**src/shared/spi_port_consts.svh**
```systemverilog
// constants for the serial port block: offsets, field positions, reset values
// assumes it is included by the core file
`ifndef SPI_PORT_CONSTS_SVH
`define SPI_PORT_CONSTS_SVH
// register indices as printed; byte address is four times the index
`define IDX_DATA        8'h31
`define IDX_CTRL        8'h32
`define IDX_STAT        8'h33
// control fields
`define CTL_IRQ_EN      7
`define CTL_OUT_EN      6
`define CTL_RATE_DIV    5
`define CTL_MASTER      4
`define CTL_IDLE        3
`define CTL_PHASE       2
// status fields
`define ST_DONE         7
`define ST_WRITE_COLLISION_FLAG         6
`define ST_OVR          5
`define ST_MASTER_FAULT_FLAG         4
`define ST_SOD          2
`define ST_SSM          1
`define ST_SSI          0
`define CTRL_RESET      8'h00
`define STAT_RESET      8'h00
`define BITS_PER_XFER   4'h8
`endif

```
**src/shared/spi_port_pkg.sv**
```systemverilog
// types shared by the serial port block
// assumes the constants header sits beside it
package spi_port_pkg;
   typedef enum logic [1:0] {
      XF_IDLE,
      XF_LEAD,
      XF_TRAIL
   } xfer_state_type;

   // avalon-mm slave request and answer
   typedef struct packed {
      logic        read;
      logic        write;
      logic [9:0]  address;
      logic [7:0]  writedata;
   } bus_req_type;

   typedef struct packed {
      logic        waitrequest;
      logic [31:0] readdata;
   } bus_rsp_type;

   // serial pins: two signals per two-way pin
   typedef struct packed {
      logic sck_o;
      logic sck_oe;
      logic mosi_o;
      logic mosi_oe;
      logic miso_o;
      logic miso_oe;
   } pin_out_type;

   typedef struct packed {
      xfer_state_type st;
      logic [7:0]  ctrl_reg;
      logic [7:0]  stat_reg;
      logic [7:0]  shift_reg;
      logic [7:0]  rx_buf_reg;
      logic [3:0]  bit_cnt_reg;
      logic [6:0]  div_cnt_reg;
      logic        stat_seen_reg;
      logic        master_fault_flag_seen_reg;
      logic        in_bit_reg;
      logic        sck_reg;
      logic        sck_s1, sck_s2, sck_s3;
      logic        ss_s1, ss_s2;
      logic        mosi_s1, mosi_s2;
      logic        miso_s1, miso_s2;
      logic        ack_reg;
      logic [7:0]  rdata_reg;
      logic        irq_reg;
      pin_out_type pins_reg;
   } state_type;
endpackage

```
**src/core/spi_port.sv**
```systemverilog
// serial peripheral port: master or slave, byte wide, avalon-mm registers
// assumes pins are synchronous to nothing; clk is the 40 MHz cpu clock
`timescale 1ns/1ps
`include "spi_port_consts.svh"

// Function
// interrupt when enabled and done, fault or overrun
// output enable resets low, gates pin drive
// master with select low sets fault, drops enables
// master drives sck, swaps miso and mosi
// idle level sets sck rest level
// phase chooses first or second capture edge
// master sck divides cpu clock per rate bits
// rate bits ignored in slave mode
// done flag set per byte, status-then-data clears
// data writes ignored while done until status read
// data write mid-transfer sets collision, no interrupt
// byte while done sets overrun, status read clears
// fault clears by status read then control write
// output disable releases serial output
// soft select uses soft level, pin freed
// master data write starts one byte exchange
// received byte copied to buffer, reads return buffer
// data write loads shift register directly
// software drops enable before changing idle level
// partner uses same idle level and phase
// data 31h, control 32h, status 33h, bit3 zero
// on overrun buffer keeps first byte
// fault blocks setting enable or master bits
// eight bits msb first both directions
module spi_port (
   input  wire logic                       clk,
   input  wire logic                       rstn,
   input  wire spi_port_pkg::bus_req_type  bus_req,
   output spi_port_pkg::bus_rsp_type       bus_rsp,
   input  wire logic                       sck_i,
   input  wire logic                       mosi_i,
   input  wire logic                       miso_i,
   input  wire logic                       ss_n_i,
   output spi_port_pkg::pin_out_type       pins,
   output logic                            irq
);

   spi_port_pkg::state_type s_reg, s_next;

   // half period of sck in cpu clocks per rate code
   function automatic logic [6:0] half_div(input logic [2:0] code);
      unique case (code)
         3'b100:  half_div = 7'h02;
         3'b000:  half_div = 7'h04;
         3'b001:  half_div = 7'h08;
         3'b110:  half_div = 7'h10;
         3'b010:  half_div = 7'h20;
         3'b011:  half_div = 7'h40;
         default: half_div = 7'h40; // unlisted codes take the slowest rate
      endcase
   endfunction

   logic [7:0] bidx;
   logic       hit_data, hit_ctrl, hit_stat, wr, rd;
   logic       ss_int, master, busy, sample_edge, shift_edge, tick;
   logic       s_rise, s_fall, edge_any, lead_edge;
   logic       m_cap, last_cap, cap_bit;
   logic [7:0] wdat;

   // ************************************************************
   // next-state logic
   // ************************************************************
   always_comb begin
      s_next = s_reg;
      bidx = bus_req.address[9:2];
      wr = bus_req.write;
      rd = bus_req.read;
      wdat = bus_req.writedata;
      hit_data = (bidx == `IDX_DATA);
      hit_ctrl = (bidx == `IDX_CTRL);
      hit_stat = (bidx == `IDX_STAT);
      master = s_reg.ctrl_reg[`CTL_MASTER];
      busy = (s_reg.st != spi_port_pkg::XF_IDLE);
      // synchronisers: first stage only feeds the second
      s_next.sck_s1 = sck_i;
      s_next.sck_s2 = s_reg.sck_s1;
      s_next.sck_s3 = s_reg.sck_s2;
      s_next.ss_s1 = ss_n_i;
      s_next.ss_s2 = s_reg.ss_s1;
      s_next.mosi_s1 = mosi_i;
      s_next.mosi_s2 = s_reg.mosi_s1;
      s_next.miso_s1 = miso_i;
      s_next.miso_s2 = s_reg.miso_s1;
      // soft select replaces the pin when managed by software
      ss_int = s_reg.stat_reg[`ST_SSM] ? s_reg.stat_reg[`ST_SSI] : s_reg.ss_s2;

      // bus: every access answered one cycle later, pulse acknowledge
      s_next.ack_reg = (rd | wr) & ~s_reg.ack_reg;
      tick = (rd | wr) & ~s_reg.ack_reg;
      if (tick && rd) begin
         if (hit_data)
            s_next.rdata_reg = s_reg.rx_buf_reg;
         else if (hit_ctrl)
            s_next.rdata_reg = s_reg.ctrl_reg;
         else if (hit_stat)
            s_next.rdata_reg = s_reg.stat_reg & 8'hf7;
         else
            s_next.rdata_reg = 8'h00;
      end

      // status access starts both clearing sequences; reading clears overrun
      if (tick && hit_stat) begin
         s_next.stat_seen_reg = s_reg.stat_reg[`ST_DONE] | s_reg.stat_reg[`ST_WRITE_COLLISION_FLAG];
         s_next.master_fault_flag_seen_reg = s_reg.stat_reg[`ST_MASTER_FAULT_FLAG];
         if (rd)
            s_next.stat_reg[`ST_OVR] = 1'b0;
         if (wr)
            s_next.stat_reg[2:0] = wdat[2:0];
      end

      // control write; fault refuses enable and master unless clearing
      if (tick && wr && hit_ctrl) begin
         s_next.ctrl_reg = wdat;
         if (s_reg.stat_reg[`ST_MASTER_FAULT_FLAG] && !s_reg.master_fault_flag_seen_reg) begin
            s_next.ctrl_reg[`CTL_OUT_EN] = 1'b0;
            s_next.ctrl_reg[`CTL_MASTER] = 1'b0;
         end
         if (s_reg.master_fault_flag_seen_reg) begin
            s_next.stat_reg[`ST_MASTER_FAULT_FLAG] = 1'b0;
            s_next.master_fault_flag_seen_reg = 1'b0;
         end
      end

      // data access: closes the done/collision clearing sequence
      if (tick && hit_data) begin
         if (s_reg.stat_seen_reg) begin
            s_next.stat_reg[`ST_DONE] = 1'b0;
            s_next.stat_reg[`ST_WRITE_COLLISION_FLAG] = 1'b0;
            s_next.stat_seen_reg = 1'b0;
         end
         if (wr) begin
            if (busy)
               s_next.stat_reg[`ST_WRITE_COLLISION_FLAG] = 1'b1;
            else if (!s_reg.stat_reg[`ST_DONE] || s_reg.stat_seen_reg) begin
               s_next.shift_reg = wdat;
               if (master && s_reg.ctrl_reg[`CTL_OUT_EN]) begin
                  s_next.st = spi_port_pkg::XF_LEAD;
                  s_next.bit_cnt_reg = 4'h0;
                  s_next.div_cnt_reg = 7'h00;
                  s_next.sck_reg = s_reg.ctrl_reg[`CTL_IDLE];
               end
            end
         end
      end

      // clock edges: master from divider, slave from synced pin
      s_rise = s_reg.sck_s2 & ~s_reg.sck_s3;
      s_fall = ~s_reg.sck_s2 & s_reg.sck_s3;
      edge_any = 1'b0;
      if (master) begin
         if (busy) begin
            s_next.div_cnt_reg = s_reg.div_cnt_reg + 7'h01;
            if (s_reg.div_cnt_reg == half_div({s_reg.ctrl_reg[`CTL_RATE_DIV],
                                               s_reg.ctrl_reg[1:0]}) - 7'h01) begin
               s_next.div_cnt_reg = 7'h00;
               s_next.sck_reg = ~s_reg.sck_reg;
               edge_any = 1'b1;
            end
         end
      end else begin
         // slave ignores rate bits and follows the pin
         edge_any = (s_rise | s_fall) & ~ss_int & s_reg.ctrl_reg[`CTL_OUT_EN];
         if (!busy && edge_any) begin
            s_next.st = spi_port_pkg::XF_LEAD;
            s_next.bit_cnt_reg = 4'h0;
         end
      end
      // leading edge leaves idle level; phase picks capture edge
      lead_edge = master ? (s_reg.sck_reg == s_reg.ctrl_reg[`CTL_IDLE])
                         : ((s_rise & ~s_reg.ctrl_reg[`CTL_IDLE]) |
                            (s_fall & s_reg.ctrl_reg[`CTL_IDLE]));
      sample_edge = edge_any & (lead_edge ^ s_reg.ctrl_reg[`CTL_PHASE]);
      shift_edge = edge_any & ~sample_edge;
      // master takes miso one cycle after its own capture edge: at the fastest
      // rate the synchroniser would otherwise still show the previous bit
      m_cap = master & busy & (s_reg.div_cnt_reg == 7'h00) & (s_reg.bit_cnt_reg != 4'h0) &
              ((s_reg.sck_reg != s_reg.ctrl_reg[`CTL_IDLE]) ^ s_reg.ctrl_reg[`CTL_PHASE]);
      cap_bit = master ? s_reg.miso_s2 : s_reg.mosi_s2;
      last_cap = master ? (s_reg.bit_cnt_reg == `BITS_PER_XFER)
                        : (s_reg.bit_cnt_reg == `BITS_PER_XFER - 4'h1);

      if (sample_edge)
         s_next.bit_cnt_reg = s_reg.bit_cnt_reg + 4'h1;
      if (m_cap | (~master & sample_edge)) begin
         s_next.in_bit_reg = cap_bit;
         if (s_reg.ctrl_reg[`CTL_PHASE] && last_cap)
            s_next.shift_reg = {s_reg.shift_reg[6:0], cap_bit};
      end
      if (shift_edge && (s_reg.bit_cnt_reg != 4'h0 || s_reg.ctrl_reg[`CTL_PHASE]))
         if (!s_reg.ctrl_reg[`CTL_PHASE] || s_reg.bit_cnt_reg != 4'h0)
            s_next.shift_reg = {s_reg.shift_reg[6:0], s_reg.in_bit_reg};

      // end of byte: last data edge done, copy to buffer
      if (busy && s_reg.bit_cnt_reg == `BITS_PER_XFER &&
          (s_reg.ctrl_reg[`CTL_PHASE] ? sample_edge | ~edge_any : shift_edge)) begin
         s_next.st = spi_port_pkg::XF_IDLE;
         s_next.bit_cnt_reg = 4'h0;
         s_next.sck_reg = s_reg.ctrl_reg[`CTL_IDLE];
         if (!s_reg.ctrl_reg[`CTL_PHASE])
            s_next.shift_reg = {s_reg.shift_reg[6:0], s_reg.in_bit_reg};
         if (s_reg.stat_reg[`ST_DONE] && !s_reg.stat_seen_reg)
            s_next.stat_reg[`ST_OVR] = 1'b1; // buffer kept
         else begin
            s_next.rx_buf_reg = s_reg.ctrl_reg[`CTL_PHASE] ? s_next.shift_reg
                               : {s_reg.shift_reg[6:0], s_reg.in_bit_reg};
            s_next.stat_reg[`ST_DONE] = 1'b1;
         end
      end

      // mode fault: master sees select low
      if (master && !ss_int) begin
         s_next.stat_reg[`ST_MASTER_FAULT_FLAG] = 1'b1;
         s_next.ctrl_reg[`CTL_OUT_EN] = 1'b0;
         s_next.ctrl_reg[`CTL_MASTER] = 1'b0;
         s_next.st = spi_port_pkg::XF_IDLE;
         s_next.sck_reg = s_reg.ctrl_reg[`CTL_IDLE];
      end
      s_next.stat_reg[3] = 1'b0;
      // at rest the clock sits at its idle level, so a polarity change shows at once
      if (s_next.st == spi_port_pkg::XF_IDLE)
         s_next.sck_reg = s_next.ctrl_reg[`CTL_IDLE];

      // pins: enable gates everything, disable releases serial output
      s_next.pins_reg.sck_o = master ? s_next.sck_reg : 1'b0;
      s_next.pins_reg.sck_oe = s_next.ctrl_reg[`CTL_OUT_EN] & s_next.ctrl_reg[`CTL_MASTER];
      s_next.pins_reg.mosi_o = s_next.shift_reg[7];
      s_next.pins_reg.mosi_oe = s_next.ctrl_reg[`CTL_OUT_EN] & s_next.ctrl_reg[`CTL_MASTER] &
                                ~s_next.stat_reg[`ST_SOD];
      s_next.pins_reg.miso_o = s_next.shift_reg[7];
      s_next.pins_reg.miso_oe = s_next.ctrl_reg[`CTL_OUT_EN] & ~s_next.ctrl_reg[`CTL_MASTER] &
                                ~s_next.stat_reg[`ST_SOD] & ~ss_int;
      s_next.irq_reg = s_next.ctrl_reg[`CTL_IRQ_EN] &
                       (s_next.stat_reg[`ST_DONE] | s_next.stat_reg[`ST_MASTER_FAULT_FLAG] |
                        s_next.stat_reg[`ST_OVR]);
   end

   // ************************************************************
   // state register
   // ************************************************************
   always_ff @(posedge clk or negedge rstn) begin
      if (!rstn) begin
         s_reg <= '0;
         s_reg.ctrl_reg <= `CTRL_RESET;
         s_reg.stat_reg <= `STAT_RESET;
         s_reg.sck_s1 <= 1'b0;
      end else begin
         s_reg <= s_next;
      end
   end

   // outputs straight from flip-flops; waitrequest is the inverted ack
   always_comb begin
      bus_rsp.waitrequest = ~s_reg.ack_reg;
      bus_rsp.readdata = {24'h000000, s_reg.rdata_reg};
      pins = s_reg.pins_reg;
      irq = s_reg.irq_reg;
   end
endmodule

```
**config.mk**
```make
export PLATFORM = sky130hd
export DESIGN_NAME = spi_port
export DESIGN_NICKNAME = d
export VERILOG_FILES = /design/src/shared/spi_port_pkg.sv /design/src/core/spi_port.sv
export VERILOG_INCLUDE_DIRS = /design/src /design/src/shared
export SDC_FILE = /design/constraint.sdc
export NUM_CORES = 1
export LEC_CHECK = 0
export ABC_AREA = 1
export BUFFER_PORTS_ARGS = -buffer_cell sky130_fd_sc_hd__buf_2
export CAP_MARGIN = 20
export CORE_MARGIN = 1
export CORE_UTILIZATION = 50
export DETAILED_ROUTE_END_ITERATION = 8
export PLACE_DENSITY = 0.72
export SYNTH_ARGS = -nofsm -noshare
export SYNTH_HDL_FRONTEND = slang
export SYNTH_SLANG_ARGS = --single-unit
```
**constraint.sdc**
```tcl
create_clock -name clk -period 4.7 [get_ports clk]
set_input_delay 0.94 -clock clk [delete_from_list [all_inputs] [get_ports clk]]
set_output_delay 0.94 -clock clk [all_outputs]
set_load 0.02 [all_outputs]
```
==> results of run 1 <==
-- Yosys cell counts --
master / instances
a2111oi_0: 1
a211oi_1: 2
a21oi_1: 8
a21oi_2: 1
a22oi_1: 1
a31oi_1: 2
a41oi_1: 7
buf_2: 4
buf_4: 38
clkbuf_1: 1
conb_1: 1
dfrtp_1: 71
ha_1: 6
inv_1: 57
inv_2: 6
mux2i_1: 1
nand2_1: 115
nand2_2: 4
nand2_4: 6
nand2_8: 1
nand3_1: 42
nand3_2: 2
nand3_4: 1
nand4_1: 2
nand4_2: 1
nor2_1: 38
nor2_2: 5
nor2_4: 4
nor3_1: 11
nor4_1: 4
o211ai_1: 3
o21ai_0: 25
o21ai_1: 8
o31ai_1: 5
o32ai_1: 1
or2_2: 6
xnor2_1: 2
xor2_1: 5
-- logic make-up (layout without fill, tap and decap cells) --
| family | after synthesis | count (layout) | synth area share, % |
|---|---|---|---|
| mux | 1 | 1 | 0.249 |
| xor+xnor | 7 | 7 | 1.53 |
| buf+inv | 106 | 121 | 13.6 |
| fa+ha+maj | 6 | 6 | 1.87 |
| other cells | 1 | 24 | 0.0934 |
| compound gates | 64 | 64 | 9.66 |
| flops | 71 | 71 | 44.3 |
| simple gates | 242 | 242 | 28.7 |
-- critical path, stage by stage --
cell	delay, ps
buf_2	70
inv_1	60
nor2_4	300
nor2_1	70
inv_1	150
nand2_4	80
inv_2	70
nand4_2	320
o21ai_0	380
nand3_1	110
nand3_1	90
nand2_1	70
nand2_1	70
nand2_1	50
-- layer usage --
metal / GRT usage, % / vias up / wire [um]
li1: - / 1626 / -
met1: 31.2 / 1538 / 4010
met2: 32.0 / 113 / 3740
met3: 2.76 / 8 / 392
met4: 7.67 / 0 / 96
met5: 0 / - / 0
-- power by group through the flow --
stage / clock network, mW / registers, mW / logic, mW
floorplan: 0 / 0.832 / 0.495
global placement: 0 / 0.861 / 0.555
detailed placement: 0 / 0.865 / 0.568
CTS: 0.639 / 0.854 / 0.572
global route: 0.663 / 0.872 / 0.656
finish: 0.629 / 0.856 / 0.573
-- final timing paths --
path                             startpoint         to  slack [ps]  cells after the start
worst max-delay path            bus_req[19]  s_reg[40]        2100                     14
worst min-delay path             s_next[18]  s_reg[18]         350                      0
worst max register to register    s_reg[15]  s_reg[40]        2360                     12
worst min register to register   s_next[18]  s_reg[18]         350                      0
max in group asynchronous              rstn  s_reg[57]        3380                      3
min in group asynchronous              rstn    pins[5]         470                      1
-- layout make-up --
type,instances,share of cell area (%)
sequential,71,40.3
tap,102,2.90
clock inverter,7,3.07
timing repair buffer,42,5.22
inverter,63,5.36
multi-input combinational,344,40.3
clock buffer,9,2.81
-- through the flow --
| step | power [mW] | hold WS, ps | utilization, % | setup slack [ps] |
|---|---|---|---|---|
| after detailed placement | 1.43 | 335 | 53.4 | 1760 |
| after global routing | 2.19 | 369 | 57.0 | 1930 |
| after floorplan | 1.33 | 331 | - | 2360 |
| final | 2.06 | 349 | 57.0 | 2100 |
| after global placement | 1.42 | 332 | 53.4 | 1780 |
| after CTS | 2.07 | 351 | 56.8 | 2120 |
==> run summary, run 1 <==
worst hold path type -> reg2reg
Ys Warns -> 0
Pre-antenna DRT Iters -> 6
wire per inst -> 12.9 um
WL final -> 8.23 mm
Least-Margin Pin Slew -> 528 ps
#FFs+latches synth -> 71
Worst Path Required -> 4940 ps
Worst IR Drop VDD -> 0.237 mV
cells after synthesis -> 498
PwrDens -> 467 nW/um^2
Finished Layout Cells -> 638
outcome -> complete, no violations
via/cell ratio -> 5.15
min Tclk post-route -> 2600 ps
row count -> 32
Seq pwr share -> 41.6%
CTS buffer count -> 9
Final Cycle Share -> 55.4%
RSZ-0062 raised after global routing -> false
DP Cell Count -> 621
Global Route Usage Sum -> 21.2%
H-tree levels -> 3
die area -> 8390 sq um
number of global-route vias before repair -> 2963
critical path class -> in2reg
synth top area cells -> dfrtp_1 (44%), nand2_1 (11%), buf_4 (7.1%), inv_1 (5.3%), nand3_1 (5.2%)
Die Y -> 91.6 um
Area Overhead vs Synth -> 9.82%
Mapped Area -> 4010 sq um
most frequent cells in the layout -> nand2_1 (115), dfrtp_1 (71), inv_1 (57), nand3_1 (42), buf_2 (39)
Placement Cell Area -> 4130 sq um
starting density of the core -> 51.9%
IO Port Bufs -> 39
core region area -> 7730 sq um
Int Power -> 1.36 mW
nets -> 563
clock sink count -> 71
Post-Syn Area per Cell -> 8.06 sq um
worst-case clock buffer depth -> 2
Clock Skews -> 10.5 ps
final antenna-violating net count -> 0
Reg area -> 1780 sq um
sequential-to-total area share from yosys stat -> 44.3%
GR Overflow Total -> 0
io pins -> 66
post-CTS setup buffers -> 0
CTS Hold Bufs -> 0
gp weighted congestion -> 0.855
Netlist cell types -> 38
Residual DRC -> 0
TritonCTS clock tree -> built
DIE WIDTH -> 91.6 um
Worst Path Max Fanout -> 17
Slew Limit Fails -> 0
initial detailed-routing violation count -> 225
max reg flops -> 51
fillcell total -> 678
Vias -> 3285
worst rel slew slack -> 64.6%
worst skew pair latency -> 350 ps
Final Setup Violations -> 0
leading cell type in the layout, fill and taps excluded -> nand2_1
TNS Setup -> 0 ps
Fin. Hold Viols -> 0
Net Switching -> 0.696 mW
fraction of layout cells with a size suffix above 1 -> 17.7%
antenna violations before repair -> 0
Worst Setup Start Kind -> input pin
first-pass GRT wire length -> 13.9 mm
post-CTS resize count -> 0
top cell type's share of synthesized area -> 44.3%
Comb power frac -> 27.8%
design area -> 4410 sq um
sw frac -> 33.8%
Worst EP arrival -> 2850 ps
multi-input logic area -> 1780 sq um
root buffer cell -> clkbuf_8
largest net degree at the start of global routing -> 50
clock share of power -> 30.6%
Worst Setup End Kind -> register
Synth area leader -> dfrtp_1
max-cap check violation count -> 0
Inserted Diodes -> 0
Clk pin slew, worst setup/hold paths -> 80 ps
hpwl dp -> 6.20 mm
Fmax achieved -> 384 MHz
Pleak -> 2.25 nW
(Power assumes the default switching activity.)
==> inputs of run 2 (changes only) <==
ABC_AREA = 0   (was 1)
PLACE_DENSITY = 0.75   (was 0.72)
clock period = 2.2 ns   (was 4.7 ns; I/O delays follow)
==> run 2 against run 1 <==
  * The flow now finishes with violations (setup timing)
  * Design area grew 12%
  * Final cell count shrank 6.1%
  * Synthesized cell count shrank 19%
  * Critical endpoint is now s_reg[45]
==> run summary, run 2 <==
#FFs+latches synth -> 71
design area -> 4920 sq um
via/cell ratio -> 5.34
Pre-antenna DRT Iters -> 4
worst setup margin -> -143 ps
io pins -> 66
Clk pin slew, worst setup/hold paths -> 70 ps
Final Setup Violations -> 16
CTS buffer count -> 9
Area Overhead vs Synth -> 23.0%
multiplexer share of the synthesized area -> 12.0%
TritonCTS clock tree -> built
Slew Limit Fails -> 0
IO Port Bufs -> 39
Post-synth EDFFs -> 0
Comb power frac -> 22.5%
initial detailed-routing violation count -> 175
Net Switching -> 0.930 mW
core region area -> 7730 sq um
Buf+Inv Stages, Crit Path -> 0
Global Route Usage Sum -> 22.2%
first-pass GRT wire length -> 14.4 mm
wire per inst -> 15.0 um
die area -> 8370 sq um
RSZ-0062 raised after global routing -> true
DIE WIDTH -> 91.5 um
Worst IR Drop VDD -> 0.371 mV
Placement Cell Area -> 4540 sq um
delay-heaviest family, CP -> compound AO/OA/AOI/OAI gates
most frequent cells in the layout -> dfrtp_1 (70), buf_4 (63), nand2_1 (49), buf_2 (39), conb_1 (24)
gp weighted congestion -> 0.840
fraction of layout cells with a size suffix above 1 -> 35.8%
H-tree levels -> 3
sequential-to-total area share from yosys stat -> 44.4%
antenna violations before repair -> 0
CTS Hold Bufs -> 0
largest family of logic cells by synthesized area -> simple AND/OR/NAND/NOR gates
Final Cycle Share -> 107%
Compound-Gate Fraction of Synth Area -> 12.6%
Netlist cell types -> 61
clock sink count -> 71
row count -> 32
Post-Syn Area per Cell -> 9.96 sq um
Die Y -> 91.5 um
largest net degree at the start of global routing -> 72
Worst EP arrival -> 2580 ps
Vias -> 3198
PwrDens -> 656 nW/um^2
fraction of registers with async set/reset -> 100%
Synth area leader -> dfrtp_1
Commonest cells post-synth -> dfrtp_1 (71), nand2_1 (51), buf_4 (39)
Ys Warns -> 0
Synth Area in XOR/XNOR -> 1.50%
Util after Layout -> 63.7%
Inserted Diodes -> 0
Fin. Hold Viols -> 0
most instantiated library cell after synthesis -> dfrtp_1
root buffer cell -> clkbuf_8
worst hold path type -> in2async
crit-path cells -> a21o_1 -> a32o_2 -> o211a_4 -> a21o_4 -> a211oi_4 -> nand2_4 -> mux2_4
hpwl dp -> 6.48 mm
worst skew pair latency -> 350 ps
delay of the slowest cell on the worst path -> 450 ps
WL final -> 8.98 mm
nets -> 526
area share of and/or/nand/nor cells after synthesis -> 17.4%
failing checks -> setup timing
critical path class -> reg2reg
Mapped Area -> 4000 sq um
Clock Skews -> 5.98 ps
GR Overflow Total -> 0
Worst Path Required -> 2430 ps
slowest CP cell -> dfrtp_1
Worst Setup Start Kind -> register
min Tclk post-route -> 2340 ps
Fmax achieved -> 427 MHz
outcome -> finished with violations
Pleak -> 2.42 nW
starting density of the core -> 51.8%
worst-case clock buffer depth -> 2
max reg flops -> 51
final antenna-violating net count -> 0
WHS -> 94.3 ps
Power Total -> 3.23 mW
max-cap check violation count -> 0
cells after synthesis -> 402
top cell type's share of synthesized area -> 44.4%
synth top area cells -> dfrtp_1 (44%), buf_4 (7.3%), mux2i_1 (5.8%), mux2_2 (5.3%), nand2_1 (4.8%)
number of global-route vias before repair -> 3099
TNS Setup -> -1640 ps
sw frac -> 28.8%
leading cell type in the layout, fill and taps excluded -> dfrtp_1
leading register cell type out of synthesis -> dfrtp_1
adder and majority cell fraction of the synthesized area -> 1.88%
Int Power -> 2.30 mW
Worst Setup End Kind -> register
Seq pwr share -> 46.6%
Worst Path Max Fanout -> 8
Residual DRC -> 0
clock share of power -> 30.9%
[run 2: metal layers]
| layer | global-route usage [%] | wire [um] | vias up |
|---|---|---|---|
| li1 | - | - | 1532 |
| met1 | 29.3 | 4040 | 1568 |
| met2 | 35.7 | 4410 | 87 |
| met3 | 6.28 | 420 | 11 |
| met4 | 6.61 | 109 | 0 |
| met5 | 0 | 0 | - |
[run 2: kinds of logic (layout without fill, tap and decap cells)]
family | after synthesis | in the layout
flops | 71 | 71
xor+xnor | 6 | 6
fa+ha+maj | 6 | 6
buf+inv | 66 | 137
simple gates | 136 | 136
mux | 44 | 44
other cells | 1 | 24
compound gates | 72 | 73
[run 2: power groups by stage]
stage                     Clock, mW  Sequential, mW  Combinational, mW
after floorplan                   0            1.51              0.408
after global placement            0            1.51              0.632
after detailed placement          0            1.52              0.654
after CTS                      1.02            1.50              0.678
after global routing           1.09            1.52              0.790
final                         0.998            1.50              0.727
[run 2: final timing paths]
check / startpoint / to / slack, ps / depth (start not counted)
worst min register to register: s_next[16] / s_reg[16] / 350 / 0
worst max register to register: s_reg[65] / s_reg[45] / -140 / 7
max in group asynchronous: rstn / s_next[18] / 1790 / 2
min in group clk: sck_i / s_next[23] / 190 / 1
worst max-delay path: s_reg[65] / s_reg[45] / -140 / 7
worst min-delay path: rstn / bus_rsp[5] / 90 / 2
[run 2: per-stage QoR]
step,std cells,worst slack [ps]
6_report,599,-143
5_1_grt,599,-199
4_1_cts,594,-155
3_5_place_dp,576,-246
3_3_place_gp,576,-233
2_1_floorplan,425,-82.2
[run 2: layout make-up]
cell class	count	area (sq um)
clock buffer	13	149
clock inverter	1	30.0
fill	639	2800
inverter	18	67.6
multi-input combinational	289	2060
sequential	71	1780
tap	102	128
timing repair buffer	105	711
[run 2: timing repair]
action | in CTS | in global routing
setup buffers | 4 | 6
setup endpoints to repair | 20 | 27
cloned | 0 | 1
resized for setup | 13 | 29
pin swaps | 3 | 9
==> inputs of run 3 (changes only) <==
SKIP_LAST_GASP = 1   (was default)
==> run 3 against run 2 <==
  * Design area up 0.31%
  * Clock skew up 1.7 ps
  * Via count up 0.75%
  * Die area unchanged
  * Critical path type unchanged
  * Clock power about the same
  * The flow still finishes with violations (setup timing)
  * Non-clock buffer count up 2
  * Register-to-register slack about the same
  * Setup slack worse by 15 ps
==> run summary, run 3 (synthesis results as in run 2) <==
PwrDens -> 654 nW/um^2
Worst EP arrival -> 2590 ps
worst hold path type -> in2async
max reg flops -> 51
Finished Layout Cells -> 601
fillcell total -> 628
critical path class -> reg2reg
most frequent cells in the layout -> dfrtp_1 (69), buf_4 (63), nand2_1 (49), buf_2 (39), conb_1 (24)
GR Overflow Total -> 0
Residual DRC -> 0
delay of the slowest cell on the worst path -> 410 ps
Worst Setup End Kind -> register
final antenna-violating net count -> 0
io pins -> 66
Pre-antenna DRT Iters -> 4
Worst Path Max Fanout -> 7
number of global-route vias before repair -> 3108
Vias -> 3222
core region area -> 7730 sq um
WHS -> 94.7 ps
worst setup margin -> -158 ps
die area -> 8370 sq um
Fmax achieved -> 424 MHz
via/cell ratio -> 5.36
starting density of the core -> 51.8%
H-tree levels -> 3
Die Y -> 91.5 um
r2r worst-path depth -> 9
Buf+Inv Stages, Crit Path -> 1
IO Port Bufs -> 39
gp weighted congestion -> 0.840
slowest CP cell -> or4bb_1
root buffer cell -> clkbuf_8
wire per inst -> 15.3 um
pre-CTS setup slack -> -246 ps
WL final -> 9.19 mm
DIE WIDTH -> 91.5 um
Worst Path Required -> 2430 ps
Clk pin slew, worst setup/hold paths -> 70 ps
Global Route Usage Sum -> 22.3%
hpwl dp -> 6.48 mm
outcome -> finished with violations
Final Cycle Share -> 107%
CTS buffer count -> 9
Pleak -> 2.43 nW
max-cap check violation count -> 0
nets -> 528
TritonCTS clock tree -> built
min Tclk post-route -> 2360 ps
Fin. Hold Viols -> 0
worst skew pair latency -> 350 ps
first-pass GRT wire length -> 14.4 mm
RSZ-0062 raised after global routing -> true
antenna violations before repair -> 0
fraction of layout cells with a size suffix above 1 -> 35.7%
Util after Layout -> 63.9%
Area Overhead vs Synth -> 23.4%
clock sink count -> 71
Slew Limit Fails -> 0
row count -> 32
CP Depth -> 9
Worst IR Drop VDD -> 0.378 mV
Clock Skews -> 7.64 ps
initial detailed-routing violation count -> 141
flop2flop setup slack -> -160 ps
Inserted Diodes -> 0
leading cell type in the layout, fill and taps excluded -> dfrtp_1
DP Cell Count -> 576
delay-heaviest family, CP -> simple AND/OR/NAND/NOR gates
Worst Setup Start Kind -> register
worst-case clock buffer depth -> 2
Final Setup Violations -> 16
crit-path cells -> ha_1 -> or4bb_1 -> a211oi_1 -> a32oi_2 -> nand2_1 -> a21oi_4 -> buf_12 -> mux2i_1 -> mux2_2
largest net degree at the start of global routing -> 72
failing checks -> setup timing
==> run 3: final timing paths <==
check                                  end  startpoint
worst min register to register  s_next[22]  s_next[23]
worst max-delay path             s_reg[44]   s_reg[36]
max in group asynchronous        s_reg[51]        rstn
worst max register to register   s_reg[44]   s_reg[36]
worst min-delay path            bus_rsp[5]        rstn
min in group clk                s_next[20]      ss_n_i
==> run 3: cell type report <==
class	count	area (sq um)	area share, %
multi-input cells	289	2040	41.4
repair buffers	107	742	15.0
clock buffers	13	149	3.01
well taps	102	128	2.58
clock inverters	1	30.0	0.608
inverters	18	67.6	1.37
flip-flops and latches	71	1780	36.0
==> run 3: what timing repair did <==
action / CTS / global route
pin swaps: 3 / 13
buffers inserted: 4 / 8
setup endpoints to repair: 20 / 27
gates cloned: 0 / 1
gates resized for setup: 11 / 29
hold buffers: 0 / 0
endpoints found under the hold margin: 0 / 0
==> run 3: routing by layer <==
layer  GRT usage (%)  vias up  wire length [um]
met4            6.61        0               123
li1                -     1538                 -
met5               0        -                 0
met1            29.2     1581              4020
met2            36.0       88              4560
met3            6.28       15               482
==> run 3: worst reg2reg max path: cells and delay by family, from the launching register on <==
kind	cells	cell delay, ps
flops	1	400
buf+inv	1	140
simple gates	2	560
compound gates	3	550
fa+ha+maj	1	200
mux	2	390
==> run 3: where the power goes <==
part / internal, mW / total, mW / switching (mW)
sequential: 1.41 / 1.50 / 0.0938
clock: 0.544 / 1.00 / 0.460
combinational: 0.345 / 0.726 / 0.381
==> run 3: metrics by stage <==
step | power (mW) | instance area (sq um) | TNS [ps]
2_1_floorplan | 1.92 | 4100 | -479
3_3_place_gp | 2.14 | 4540 | -2880
3_5_place_dp | 2.17 | 4540 | -3480
4_1_cts | 3.19 | 4790 | -1460
5_1_grt | 3.39 | 4940 | -3710
6_report | 3.23 | 4940 | -1630
